File: config.mk
export PLATFORM = sky130hd
export DESIGN_NAME = mbs_front_end
export DESIGN_NICKNAME = d
export VERILOG_FILES = /design/src/hdl/_unused_marker_none.sv /design/src/hdl/mbs_pkg.sv /design/src/hdl/mbs_crc_byte.sv /design/src/hdl/mbs_front_end.sv
export SDC_FILE = /design/constraint.sdc
export NUM_CORES = 2
export LEC_CHECK = 0
export CORE_MARGIN = 2
export CORE_UTILIZATION = 48
export CTS_BUF_LIST = sky130_fd_sc_hd__clkbuf_16
export DETAILED_ROUTE_END_ITERATION = 7
export DONT_BUFFER_PORTS = 1
export PLACE_DENSITY_LB_ADDON = 0.25
export SLEW_MARGIN = 20
export SYNTH_ARGS = -nofsm -noshare
export SYNTH_HDL_FRONTEND = slang
export SYNTH_SLANG_ARGS = --single-unit
File: constraint.sdc
create_clock -name i_clk -period 5.74 [get_ports i_clk]
set_clock_uncertainty 0.1 [all_clocks]
set_input_delay 1.148 -clock i_clk [delete_from_list [all_inputs] [get_ports i_clk]]
set_output_delay 1.148 -clock i_clk [all_outputs]
set_load 0.02 [all_outputs]
File: src/hdl/_unused_marker_none.sv
`timescale 1ns/100ps

File: src/hdl/mbs_pkg.sv
// Constants and carrier types for the Modbus RTU slave front end.
// Assumes one 25 MHz system clock; all bit timing is counted in it.
package mbs_pkg;
	localparam int unsigned CLK_HZ        = 25_000_000;
	localparam int unsigned DEF_BAUD      = 19200;
	// Bit period in clocks, truncated: 1302 at 19200 baud
	localparam logic [15:0] BIT_DIV_RST   = 16'(CLK_HZ / DEF_BAUD);
	localparam logic [15:0] BIT_DIV_MIN   = 16'h0010;
	localparam logic [15:0] SLAVE_REG_RST = 16'h0001;
	localparam logic [15:0] SLAVE_MAX     = 16'h00f7;
	localparam logic [7:0]  BCAST         = 8'h00;
	// Holding register addresses and limits
	localparam logic [15:0] HR_SPEED      = 16'h0000;
	localparam logic [15:0] HR_SRC        = 16'h0008;
	localparam logic [15:0] HR_BAUD       = 16'h0064;
	localparam logic [15:0] HR_SLAVE      = 16'h0065;
	localparam int          HR_COUNT      = 39;
	localparam logic [15:0] SPEED_MAX     = 16'h2710;
	localparam logic [15:0] SRC_MAX       = 16'h0001;
	localparam logic [15:0] SRC_RST       = 16'h0001;
	// Function and exception codes
	localparam logic [7:0]  FC_RD_HOLD    = 8'h03;
	localparam logic [7:0]  FC_RD_IN      = 8'h04;
	localparam logic [7:0]  FC_WR_ONE     = 8'h06;
	localparam logic [7:0]  FC_EXC        = 8'h80;
	localparam logic [7:0]  EXC_NONE      = 8'h00;
	localparam logic [7:0]  EXC_FUNC      = 8'h01;
	localparam logic [7:0]  EXC_ADDR      = 8'h02;
	localparam logic [7:0]  EXC_VALUE     = 8'h03;
	// Character and frame layout
	localparam int          REQ_LEN       = 8;
	localparam int          CHAR_BITS     = 11;
	localparam int          RX_SAMPLES    = 10;
	// Inter-frame silence: 3.5 characters of 11 bits, rounded up
	localparam logic [5:0]  GAP_BITS      = 6'd39;
	localparam logic [15:0] CRC_INIT      = 16'hffff;
	localparam logic [15:0] CRC_POLY      = 16'ha001;

	typedef struct packed {
		logic [7:0]  slave;
		logic [7:0]  func;
		logic [15:0] addr;
		logic [15:0] arg;
	} mbs_req_t;
endpackage : mbs_pkg

File: src/hdl/mbs_crc_byte.sv
// One byte step of the Modbus CRC-16, reflected, combinational.
// Assumes the caller holds the running value in its own register.
`timescale 1ns/100ps
module mbs_crc_byte import mbs_pkg::*; (
	// Running value and new byte
	input  wire logic [15:0] i_crc,
	input  wire logic [7:0]  i_byte,
	// Updated value
	output logic [15:0]      o_crc
);
	always_comb begin
		o_crc = i_crc ^ {8'h00, i_byte};
		for (int i = 0; i < 8; i++) begin
			if (o_crc[0])
				o_crc = (o_crc >> 1) ^ CRC_POLY;
			else
				o_crc = o_crc >> 1;
		end
	end
endmodule : mbs_crc_byte

File: src/hdl/mbs_front_end.sv
// Modbus RTU slave front end: character framing, address check, dispatch.
// Assumes serial pins synchronous to i_clk and an external RS-485 driver.
`timescale 1ns/100ps
module mbs_front_end import mbs_pkg::*; #(
	parameter int MAX_QTY = 8
) (
	// Clock and reset
	input  wire logic        i_clk,
	input  wire logic        i_rstn,
	// Serial link
	input  wire logic        i_rx,
	output logic             o_tx,
	output logic             o_tx_en,
	// Input register space
	output logic [15:0]      o_ir_addr,
	input  wire logic [15:0] i_ir_data,
	// Holding register write strobe
	output logic             o_hr_wr,
	output logic [15:0]      o_hr_waddr,
	output logic [15:0]      o_hr_wdata,
	// Motor control
	output logic             o_ext_enable,
	output logic             o_serial_ctrl,
	output logic [15:0]      o_cmd_speed
);
	typedef enum {RX_IDLE, RX_START, RX_BITS} mbs_rx_st_t;
	typedef enum {M_LISTEN, M_CHECK, M_SEND, M_DRAIN} mbs_m_st_t;

	mbs_rx_st_t  rx_st_q;
	mbs_m_st_t   m_st_q;
	mbs_req_t    req_q;
	mbs_req_t    fr_req;
	logic [15:0] rx_cnt_q, tx_cnt_q, gap_cnt_q, bit_div_q, baud_reg_q, slave_reg_q;
	logic [15:0] rx_crc_q, rx_crc_d, tx_crc_q, tx_crc_d, rd_addr_q, word;
	logic [15:0] hr_q [HR_COUNT];
	logic [7:0]  fr_q [REQ_LEN];
	logic [7:0]  exc_q, exc_d, tx_len_q, tx_len_d, tx_idx_q, tx_byte;
	logic [47:0] echo;
	logic [16:0] rd_end;
	logic [9:0]  rx_sh_q, rx_sh_d;
	logic [10:0] tx_sh_q;
	logic [5:0]  gap_bits_q;
	logic [3:0]  rx_bit_q, tx_bit_q, fr_len_q;
	logic        rx_done_q, rx_err_q, tx_busy_q, tx_en_q, gap_end, frame_ok;
	logic        tx_ld, is_wr, rd_step, qty_ok, hold_ok, val_ok, wr_go;

	function automatic logic [15:0] hr_rd(input logic [15:0] a);
		if (a < 16'(HR_COUNT))
			return hr_q[a[5:0]];
		else if (a == HR_BAUD)
			return baud_reg_q;
		else if (a == HR_SLAVE)
			return slave_reg_q;
		return 16'h0000;
	endfunction : hr_rd

	function automatic logic hr_ok(input logic [15:0] a);
		return (a < 16'(HR_COUNT)) || (a == HR_BAUD) || (a == HR_SLAVE);
	endfunction : hr_ok

	mbs_crc_byte u_rx_crc (.i_crc(rx_crc_q), .i_byte(rx_sh_q[7:0]), .o_crc(rx_crc_d));
	mbs_crc_byte u_tx_crc (.i_crc(tx_crc_q), .i_byte(tx_byte), .o_crc(tx_crc_d));

	assign rx_sh_d = {i_rx, rx_sh_q[9:1]};
	always_ff @(posedge i_clk) begin
		rx_done_q <= 1'b0;
		if (!i_rstn) begin
			rx_st_q  <= RX_IDLE;
			rx_cnt_q <= 16'h0000;
			rx_bit_q <= 4'h0;
			rx_sh_q  <= 10'h000;
			rx_err_q <= 1'b0;
		end else begin
			case (rx_st_q)
				RX_IDLE: begin
					rx_cnt_q <= 16'h0000;
					// Half duplex: own echo is not listened to
					if (!i_rx && !tx_en_q)
						rx_st_q <= RX_START;
				end
				RX_START: begin
					if (rx_cnt_q == {1'b0, bit_div_q[15:1]}) begin
						rx_cnt_q <= 16'h0000;
						rx_bit_q <= 4'h0;
						rx_st_q  <= i_rx ? RX_IDLE : RX_BITS;
					end else
						rx_cnt_q <= rx_cnt_q + 16'h0001;
				end
				RX_BITS: begin
					if (rx_cnt_q == bit_div_q - 16'h0001) begin
						rx_cnt_q <= 16'h0000;
						rx_sh_q  <= rx_sh_d;
						rx_bit_q <= rx_bit_q + 4'h1;
						if (rx_bit_q == 4'(RX_SAMPLES - 1)) begin
							rx_done_q <= 1'b1;
							rx_err_q  <= (^rx_sh_d[8:0]) | !rx_sh_d[9];
							rx_st_q   <= RX_IDLE;
						end
					end else
						rx_cnt_q <= rx_cnt_q + 16'h0001;
				end
				default: rx_st_q <= RX_IDLE;
			endcase
		end
	end

	// frame ends after 3.5 characters of silence
	assign gap_end = (gap_bits_q == GAP_BITS - 6'd1) && (gap_cnt_q == bit_div_q - 16'h0001);
	always_ff @(posedge i_clk) begin
		if (!i_rstn || rx_st_q != RX_IDLE || tx_en_q) begin
			gap_cnt_q  <= 16'h0000;
			gap_bits_q <= 6'd0;
		end else if (gap_bits_q != GAP_BITS) begin
			if (gap_cnt_q == bit_div_q - 16'h0001) begin
				gap_cnt_q  <= 16'h0000;
				gap_bits_q <= gap_bits_q + 6'd1;
			end else
				gap_cnt_q <= gap_cnt_q + 16'h0001;
		end
	end

	// Frame collection; overlong frames are only ever dropped
	always_ff @(posedge i_clk) begin
		if (!i_rstn || gap_end) begin
			fr_len_q <= 4'h0;
			rx_crc_q <= CRC_INIT;
		end else if (rx_done_q && m_st_q == M_LISTEN) begin
			if (fr_len_q < 4'(REQ_LEN))
				fr_q[fr_len_q[2:0]] <= rx_sh_q[7:0];
			if (fr_len_q != 4'hf)
				fr_len_q <= fr_len_q + 4'h1;
			rx_crc_q <= rx_crc_d;
		end
	end

	logic fr_bad_q;
	always_ff @(posedge i_clk) begin
		if (!i_rstn || gap_end)
			fr_bad_q <= 1'b0;
		else if (rx_done_q && m_st_q == M_LISTEN && rx_err_q)
			fr_bad_q <= 1'b1;
	end

	assign fr_req = {fr_q[0], fr_q[1], fr_q[2], fr_q[3], fr_q[4], fr_q[5]};
	// accept only clean frames for us or broadcast
	assign frame_ok = (fr_len_q == 4'(REQ_LEN)) && !fr_bad_q && (rx_crc_q == 16'h0000)
		&& (fr_q[0] == slave_reg_q[7:0] || fr_q[0] == BCAST);

	// Request checks
	assign is_wr   = (req_q.func == FC_WR_ONE);
	assign rd_end  = {1'b0, req_q.addr} + {1'b0, req_q.arg} - 17'h00001;
	assign qty_ok  = (req_q.arg != 16'h0000) && (req_q.arg <= 16'(MAX_QTY));
	assign hold_ok = (rd_end < 17'(HR_COUNT)) || ((req_q.addr == HR_BAUD
		|| req_q.addr == HR_SLAVE) && rd_end <= {1'b0, HR_SLAVE});
	always_comb begin
		val_ok = 1'b1;
		if (req_q.addr == HR_SPEED)
			val_ok = req_q.arg <= SPEED_MAX;
		else if (req_q.addr == HR_SRC)
			val_ok = req_q.arg <= SRC_MAX;
		else if (req_q.addr == HR_BAUD)
			val_ok = req_q.arg >= BIT_DIV_MIN;
		else if (req_q.addr == HR_SLAVE)
			val_ok = (req_q.arg != 16'h0000) && (req_q.arg <= SLAVE_MAX);
	end

	always_comb begin
		case (req_q.func)
			FC_RD_HOLD: exc_d = !qty_ok ? EXC_VALUE : (!hold_ok ? EXC_ADDR : EXC_NONE);
			FC_RD_IN:   exc_d = !qty_ok ? EXC_VALUE : EXC_NONE;
			FC_WR_ONE:  exc_d = !hr_ok(req_q.addr) ? EXC_ADDR : (!val_ok ? EXC_VALUE : EXC_NONE);
			default:    exc_d = EXC_FUNC;
		endcase
		if (exc_d != EXC_NONE)
			tx_len_d = 8'd5;
		else if (is_wr)
			tx_len_d = 8'd8;
		else
			tx_len_d = 8'(16'h0005 + {req_q.arg[14:0], 1'b0});
	end
	assign wr_go = (m_st_q == M_CHECK) && is_wr && (exc_d == EXC_NONE);

	// Response byte generator
	assign echo  = 48'(req_q) << {tx_idx_q[2:0], 3'b000};
	assign word  = (req_q.func == FC_RD_HOLD) ? hr_rd(rd_addr_q) : i_ir_data;
	always_comb begin
		if (tx_idx_q == tx_len_q - 8'd2)
			tx_byte = tx_crc_q[7:0];
		else if (tx_idx_q == tx_len_q - 8'd1)
			tx_byte = tx_crc_q[15:8];
		else if (tx_idx_q == 8'd1 && exc_q != EXC_NONE)
			tx_byte = req_q.func | FC_EXC;
		else if (tx_idx_q == 8'd2 && exc_q != EXC_NONE)
			tx_byte = exc_q;
		else if (tx_idx_q < 8'd2 || is_wr)
			tx_byte = echo[47:40];
		else if (tx_idx_q == 8'd2)
			tx_byte = {req_q.arg[6:0], 1'b0};
		else
			tx_byte = tx_idx_q[0] ? word[15:8] : word[7:0];
	end
	assign tx_ld   = (m_st_q == M_SEND) && !tx_busy_q;
	assign rd_step = tx_ld && !is_wr && exc_q == EXC_NONE && tx_idx_q >= 8'd4
		&& !tx_idx_q[0] && tx_idx_q < tx_len_q - 8'd2;

	// Main sequencer
	always_ff @(posedge i_clk) begin
		if (!i_rstn) begin
			m_st_q    <= M_LISTEN;
			req_q     <= '0;
			exc_q     <= EXC_NONE;
			tx_len_q  <= 8'd0;
			tx_idx_q  <= 8'd0;
			tx_crc_q  <= CRC_INIT;
			rd_addr_q <= 16'h0000;
			tx_en_q   <= 1'b0;
		end else begin
			case (m_st_q)
				M_LISTEN: begin
					if (gap_end && frame_ok) begin
						req_q  <= fr_req;
						m_st_q <= M_CHECK;
					end
				end
				M_CHECK: begin
					exc_q     <= exc_d;
					tx_len_q  <= tx_len_d;
					tx_idx_q  <= 8'd0;
					tx_crc_q  <= CRC_INIT;
					rd_addr_q <= req_q.addr;
					// Broadcasts are acted on but never answered
					if (req_q.slave == BCAST)
						m_st_q <= M_LISTEN;
					else begin
						m_st_q  <= M_SEND;
						tx_en_q <= 1'b1;
					end
				end
				M_SEND: begin
					if (tx_ld) begin
						tx_idx_q <= tx_idx_q + 8'd1;
						if (tx_idx_q < tx_len_q - 8'd2)
							tx_crc_q <= tx_crc_d;
						if (rd_step)
							rd_addr_q <= rd_addr_q + 16'h0001;
						if (tx_idx_q == tx_len_q - 8'd1)
							m_st_q <= M_DRAIN;
					end
				end
				M_DRAIN: begin
					if (!tx_busy_q) begin
						tx_en_q <= 1'b0;
						m_st_q  <= M_LISTEN;
					end
				end
				default: m_st_q <= M_LISTEN;
			endcase
		end
	end

	always_ff @(posedge i_clk) begin
		if (!i_rstn) begin
			tx_sh_q   <= 11'h7ff;
			tx_busy_q <= 1'b0;
			tx_cnt_q  <= 16'h0000;
			tx_bit_q  <= 4'h0;
		end else if (tx_ld) begin
			tx_sh_q   <= {1'b1, ^tx_byte, tx_byte, 1'b0};
			tx_busy_q <= 1'b1;
			tx_cnt_q  <= 16'h0000;
			tx_bit_q  <= 4'h0;
		end else if (tx_busy_q) begin
			if (tx_cnt_q == bit_div_q - 16'h0001) begin
				tx_cnt_q <= 16'h0000;
				tx_sh_q  <= {1'b1, tx_sh_q[10:1]};
				tx_bit_q <= tx_bit_q + 4'h1;
				if (tx_bit_q == 4'(CHAR_BITS - 1))
					tx_busy_q <= 1'b0;
			end else
				tx_cnt_q <= tx_cnt_q + 16'h0001;
		end
	end

	always_ff @(posedge i_clk) begin
		if (!i_rstn) begin
			for (int i = 0; i < HR_COUNT; i++)
				hr_q[i] <= (i == int'(HR_SRC)) ? SRC_RST : 16'h0000;
			baud_reg_q  <= BIT_DIV_RST;
			slave_reg_q <= SLAVE_REG_RST;
		end else if (wr_go) begin
			if (req_q.addr < 16'(HR_COUNT))
				hr_q[req_q.addr[5:0]] <= req_q.arg;
			if (req_q.addr == HR_BAUD)
				baud_reg_q <= req_q.arg;
			if (req_q.addr == HR_SLAVE)
				slave_reg_q <= req_q.arg;
		end
	end

	// new rate applies only between frames
	always_ff @(posedge i_clk) begin
		if (!i_rstn)
			bit_div_q <= BIT_DIV_RST;
		else if (m_st_q == M_LISTEN && rx_st_q == RX_IDLE && fr_len_q == 4'h0)
			bit_div_q <= baud_reg_q;
	end

	always_ff @(posedge i_clk) begin
		if (!i_rstn) begin
			o_hr_wr       <= 1'b0;
			o_hr_waddr    <= 16'h0000;
			o_hr_wdata    <= 16'h0000;
			o_ext_enable  <= 1'b1;
			o_serial_ctrl <= 1'b0;
			o_cmd_speed   <= 16'h0000;
		end else begin
			o_hr_wr       <= wr_go;
			o_hr_waddr    <= wr_go ? req_q.addr : o_hr_waddr;
			o_hr_wdata    <= wr_go ? req_q.arg : o_hr_wdata;
			o_ext_enable  <= hr_q[HR_SRC[5:0]][0];
			o_serial_ctrl <= hr_q[HR_SRC[5:0]] == 16'h0000;
			o_cmd_speed   <= (hr_q[HR_SRC[5:0]] == 16'h0000) ? hr_q[HR_SPEED[5:0]] : 16'h0000;
		end
	end

	assign o_tx      = tx_sh_q[0];
	assign o_tx_en   = tx_en_q;
	assign o_ir_addr = rd_addr_q;
endmodule : mbs_front_end

==> results_dict.tcl <==
set metrics [dict create \
    maxCapViolations 0 \
    via_per_inst 6.04 \
    synth_top_family_by_area "multiplexers" \
    diodes 0 \
    synth_xor_area_frac 0.0310 \
    cts_setup_buffers 0 \
    netlist_area_sq_mm 0.0619 \
    fillCellCount 10576 \
    cts-root-buf "clkbuf_16" \
    core_sq_mm 0.128 \
    die_h_um 363 \
    slew_violations 0 \
    hp-class "reg2reg" \
    max_stage_delay_ps 980 \
    cts_resized 0 \
    hold_violations 0 \
    numCtsBuffers 146 \
    setup_viol 0 \
    yosysUniqueCellTypes 86 \
    routed_wl_mm 177 \
    synth_compound_area_frac 0.0435 \
    period_minus_slack_ps 5320 \
    clock_path_buffers 3 \
    io_buffers 0 \
    largest-register "hr_q" \
    grt_usage 0.270 \
    finalNetCount 5029 \
    synthAdderAreaFrac 0.0137 \
    synthMuxAreaShare 0.135 \
    die_area_sq_mm 0.132 \
    cp.arrival_ps 5880 \
    dpl.hpwl_mm 116 \
    clk_pin_slew_ps 60 \
    p_leak_nw 24.4 \
    power_density_mw_per_mm2 300 \
    synthArstFlopShare 0 \
    clk_latency_ps 780 \
    ys.flop_type "edfxtp_1" \
    final.setup.tns_ps 0 \
    grt_setup_unrepaired "false" \
    detail_route.wl_per_cell_um 26.3 \
    fin_crit_sh 0.927 \
    path_cells "buf_4 -> mux4_2 -> and2_0 -> a2111oi_1 -> nor4_1 -> buf_4 -> o221ai_1 -> a31oi_1 -> xnor2_1 -> nor2_1 -> xnor2_1 -> xnor2_2 -> xnor3_1 -> xnor2_1 -> o32a_2" \
    drcViolationCount 0 \
    cp.required_ps 6300 \
    drtPass1Iterations 5 \
    initialDrtViolationCount 5098 \
    grt_pass1_wl_mm 262 \
    syn_area_per_cell_sq_um 13.5 \
    cp-end-kind "flop" \
    worst_slew_pin_slew_ps 1120 \
    ant_nets 0 \
    io_pins 88 \
    syn_to_final_growth_pct 13.9 \
    rows 131 \
    crit_type "reg2reg" \
    vdd_drop_max_mv 0.279 \
    antenna_found_initial 6 \
    synth_edf_count 1072 \
    ys_ff_latch 1386 \
    yosysSeqAreaShare 0.622 \
    reg2reg_slack_ps 420 \
    largest_register_ffs 1024 \
    cp-start-kind "flop" \
    cts_tree "done" \
    slowest_stage "a2111oi_1" \
    grt_overflow 0 \
    synth_warnings 0 \
    synth-simple-area-share 0.119 \
    synthCells 4578 \
    grt_max_degree 106 \
    status "finished, final reports clean" \
    path_common_cell "xnor2_1" \
    grt_pass1_vias 39793 \
    fmax_mhz 188 \
    dpl_cell_area_sq_mm 0.0658 \
    cts_hold_buf 0 \
    ctsHtreeMaxLevel 4 \
    die_w_um 363 \
    p_total_mw 21.2 \
    crit_path_max_fanout 29 \
    slew_headroom 0.252 \
    final_area_sq_mm 0.0705 \
    start_util 0.484 \
    place_congestion 0.940 \
    dr_total_vias 40624 \
    cts.sinks 1386 \
    drive_above_1_share 0.158 \
]
==> per-stage QoR <==
step	utilization	setup WS [ps]	hold slack [ps]	cells
5_1_grt	0.552	189	350	6728
3_5_place_dp	0.515	461	355	6457
2_1_floorplan	-	784	334	4994
3_3_place_gp	0.515	208	350	6457
4_1_cts	0.552	437	318	6728
6_report	0.552	420	365	6728
==> Yosys cell counts, drive strengths merged, types with 34 or more instances <==
cell type	number	area (sq um)
edfxtp	1072	32200
nor3	660	3310
dfxtp	314	6290
nor2	301	1130
clkbuf	300	1130
mux4	293	6600
nand2	205	769
mux2i	159	1590
xor2	119	1050
o21ai	116	584
inv	101	379
buf	98	658
a21oi	96	480
xnor2	96	848
nand3	81	405
ha	66	826
and3	49	307
nand4	42	263
and2	39	244
nor4	34	219
==> cells by family (layout without fill, tap and decap cells) <==
family	after synthesis	count (layout)
AO/OA/AOI/OAI	418	418
XOR/XNOR	216	216
adder cells (fa/ha/maj)	67	67
buffers and inverters	505	577
flip-flops	1386	1386
multiplexers	469	469
other	1	417
AND/OR/NAND/NOR	1516	1516
==> critical path, delay by kind of cell, from the launching register on <==
family	cells	cell delay [ps]
AO/OA/AOI/OAI	4	1410
XOR/XNOR	5	1230
buffers and inverters	2	590
flip-flops	1	870
multiplexers	1	600
AND/OR/NAND/NOR	3	370
==> area by class of cell <==
cell class	count	area (sq um)	area share
inverter	107	404	0.00573
timing repair buffer	199	1720	0.0244
sequential	1386	38500	0.546
multi-input combinational	3103	23100	0.327
clock buffer	150	3750	0.0532
clock inverter	121	988	0.0140
tap	1662	2080	0.0295
==> layer usage <==
metal,part of all wire,wire length [um],global-route usage
met5,0.00024,42,0
met3,0.10,17800,0.0642
met4,0.040,7170,0.107
met1,0.40,71600,0.376
met2,0.45,80400,0.410
==> where the power goes <==
part	switching [mW]	total, mW	internal (mW)
combinational	0.430	0.657	0.227
sequential	0.106	11.1	11.0
clock	4.00	9.36	5.35
total	4.54	21.2	16.6
==> cell usage in the layout (no fill, tap or decap), types with 123 or more instances in the layout <==
master,Yosys,final
mux2i_1,159,159
inv_1,101,123
mux4_2,293,293
conb_1,1,417
edfxtp_1,1072,1072
clkbuf_16,0,150
nor3_1,659,657
nand2_1,205,202
dfxtp_1,314,308
buf_4,22,181
nor2_1,300,300
==> path summary, 6_finish.rpt <==
path | start | to | depth (start not counted)
max | flop | tx_crc_q[0] | 15
min | tx_sh_q[3] | tx_sh_q[2] | 2
max reg2reg | flop | tx_crc_q[0] | 15
min reg2reg | tx_sh_q[3] | tx_sh_q[2] | 2
Power figures use the tool's default switching activity.
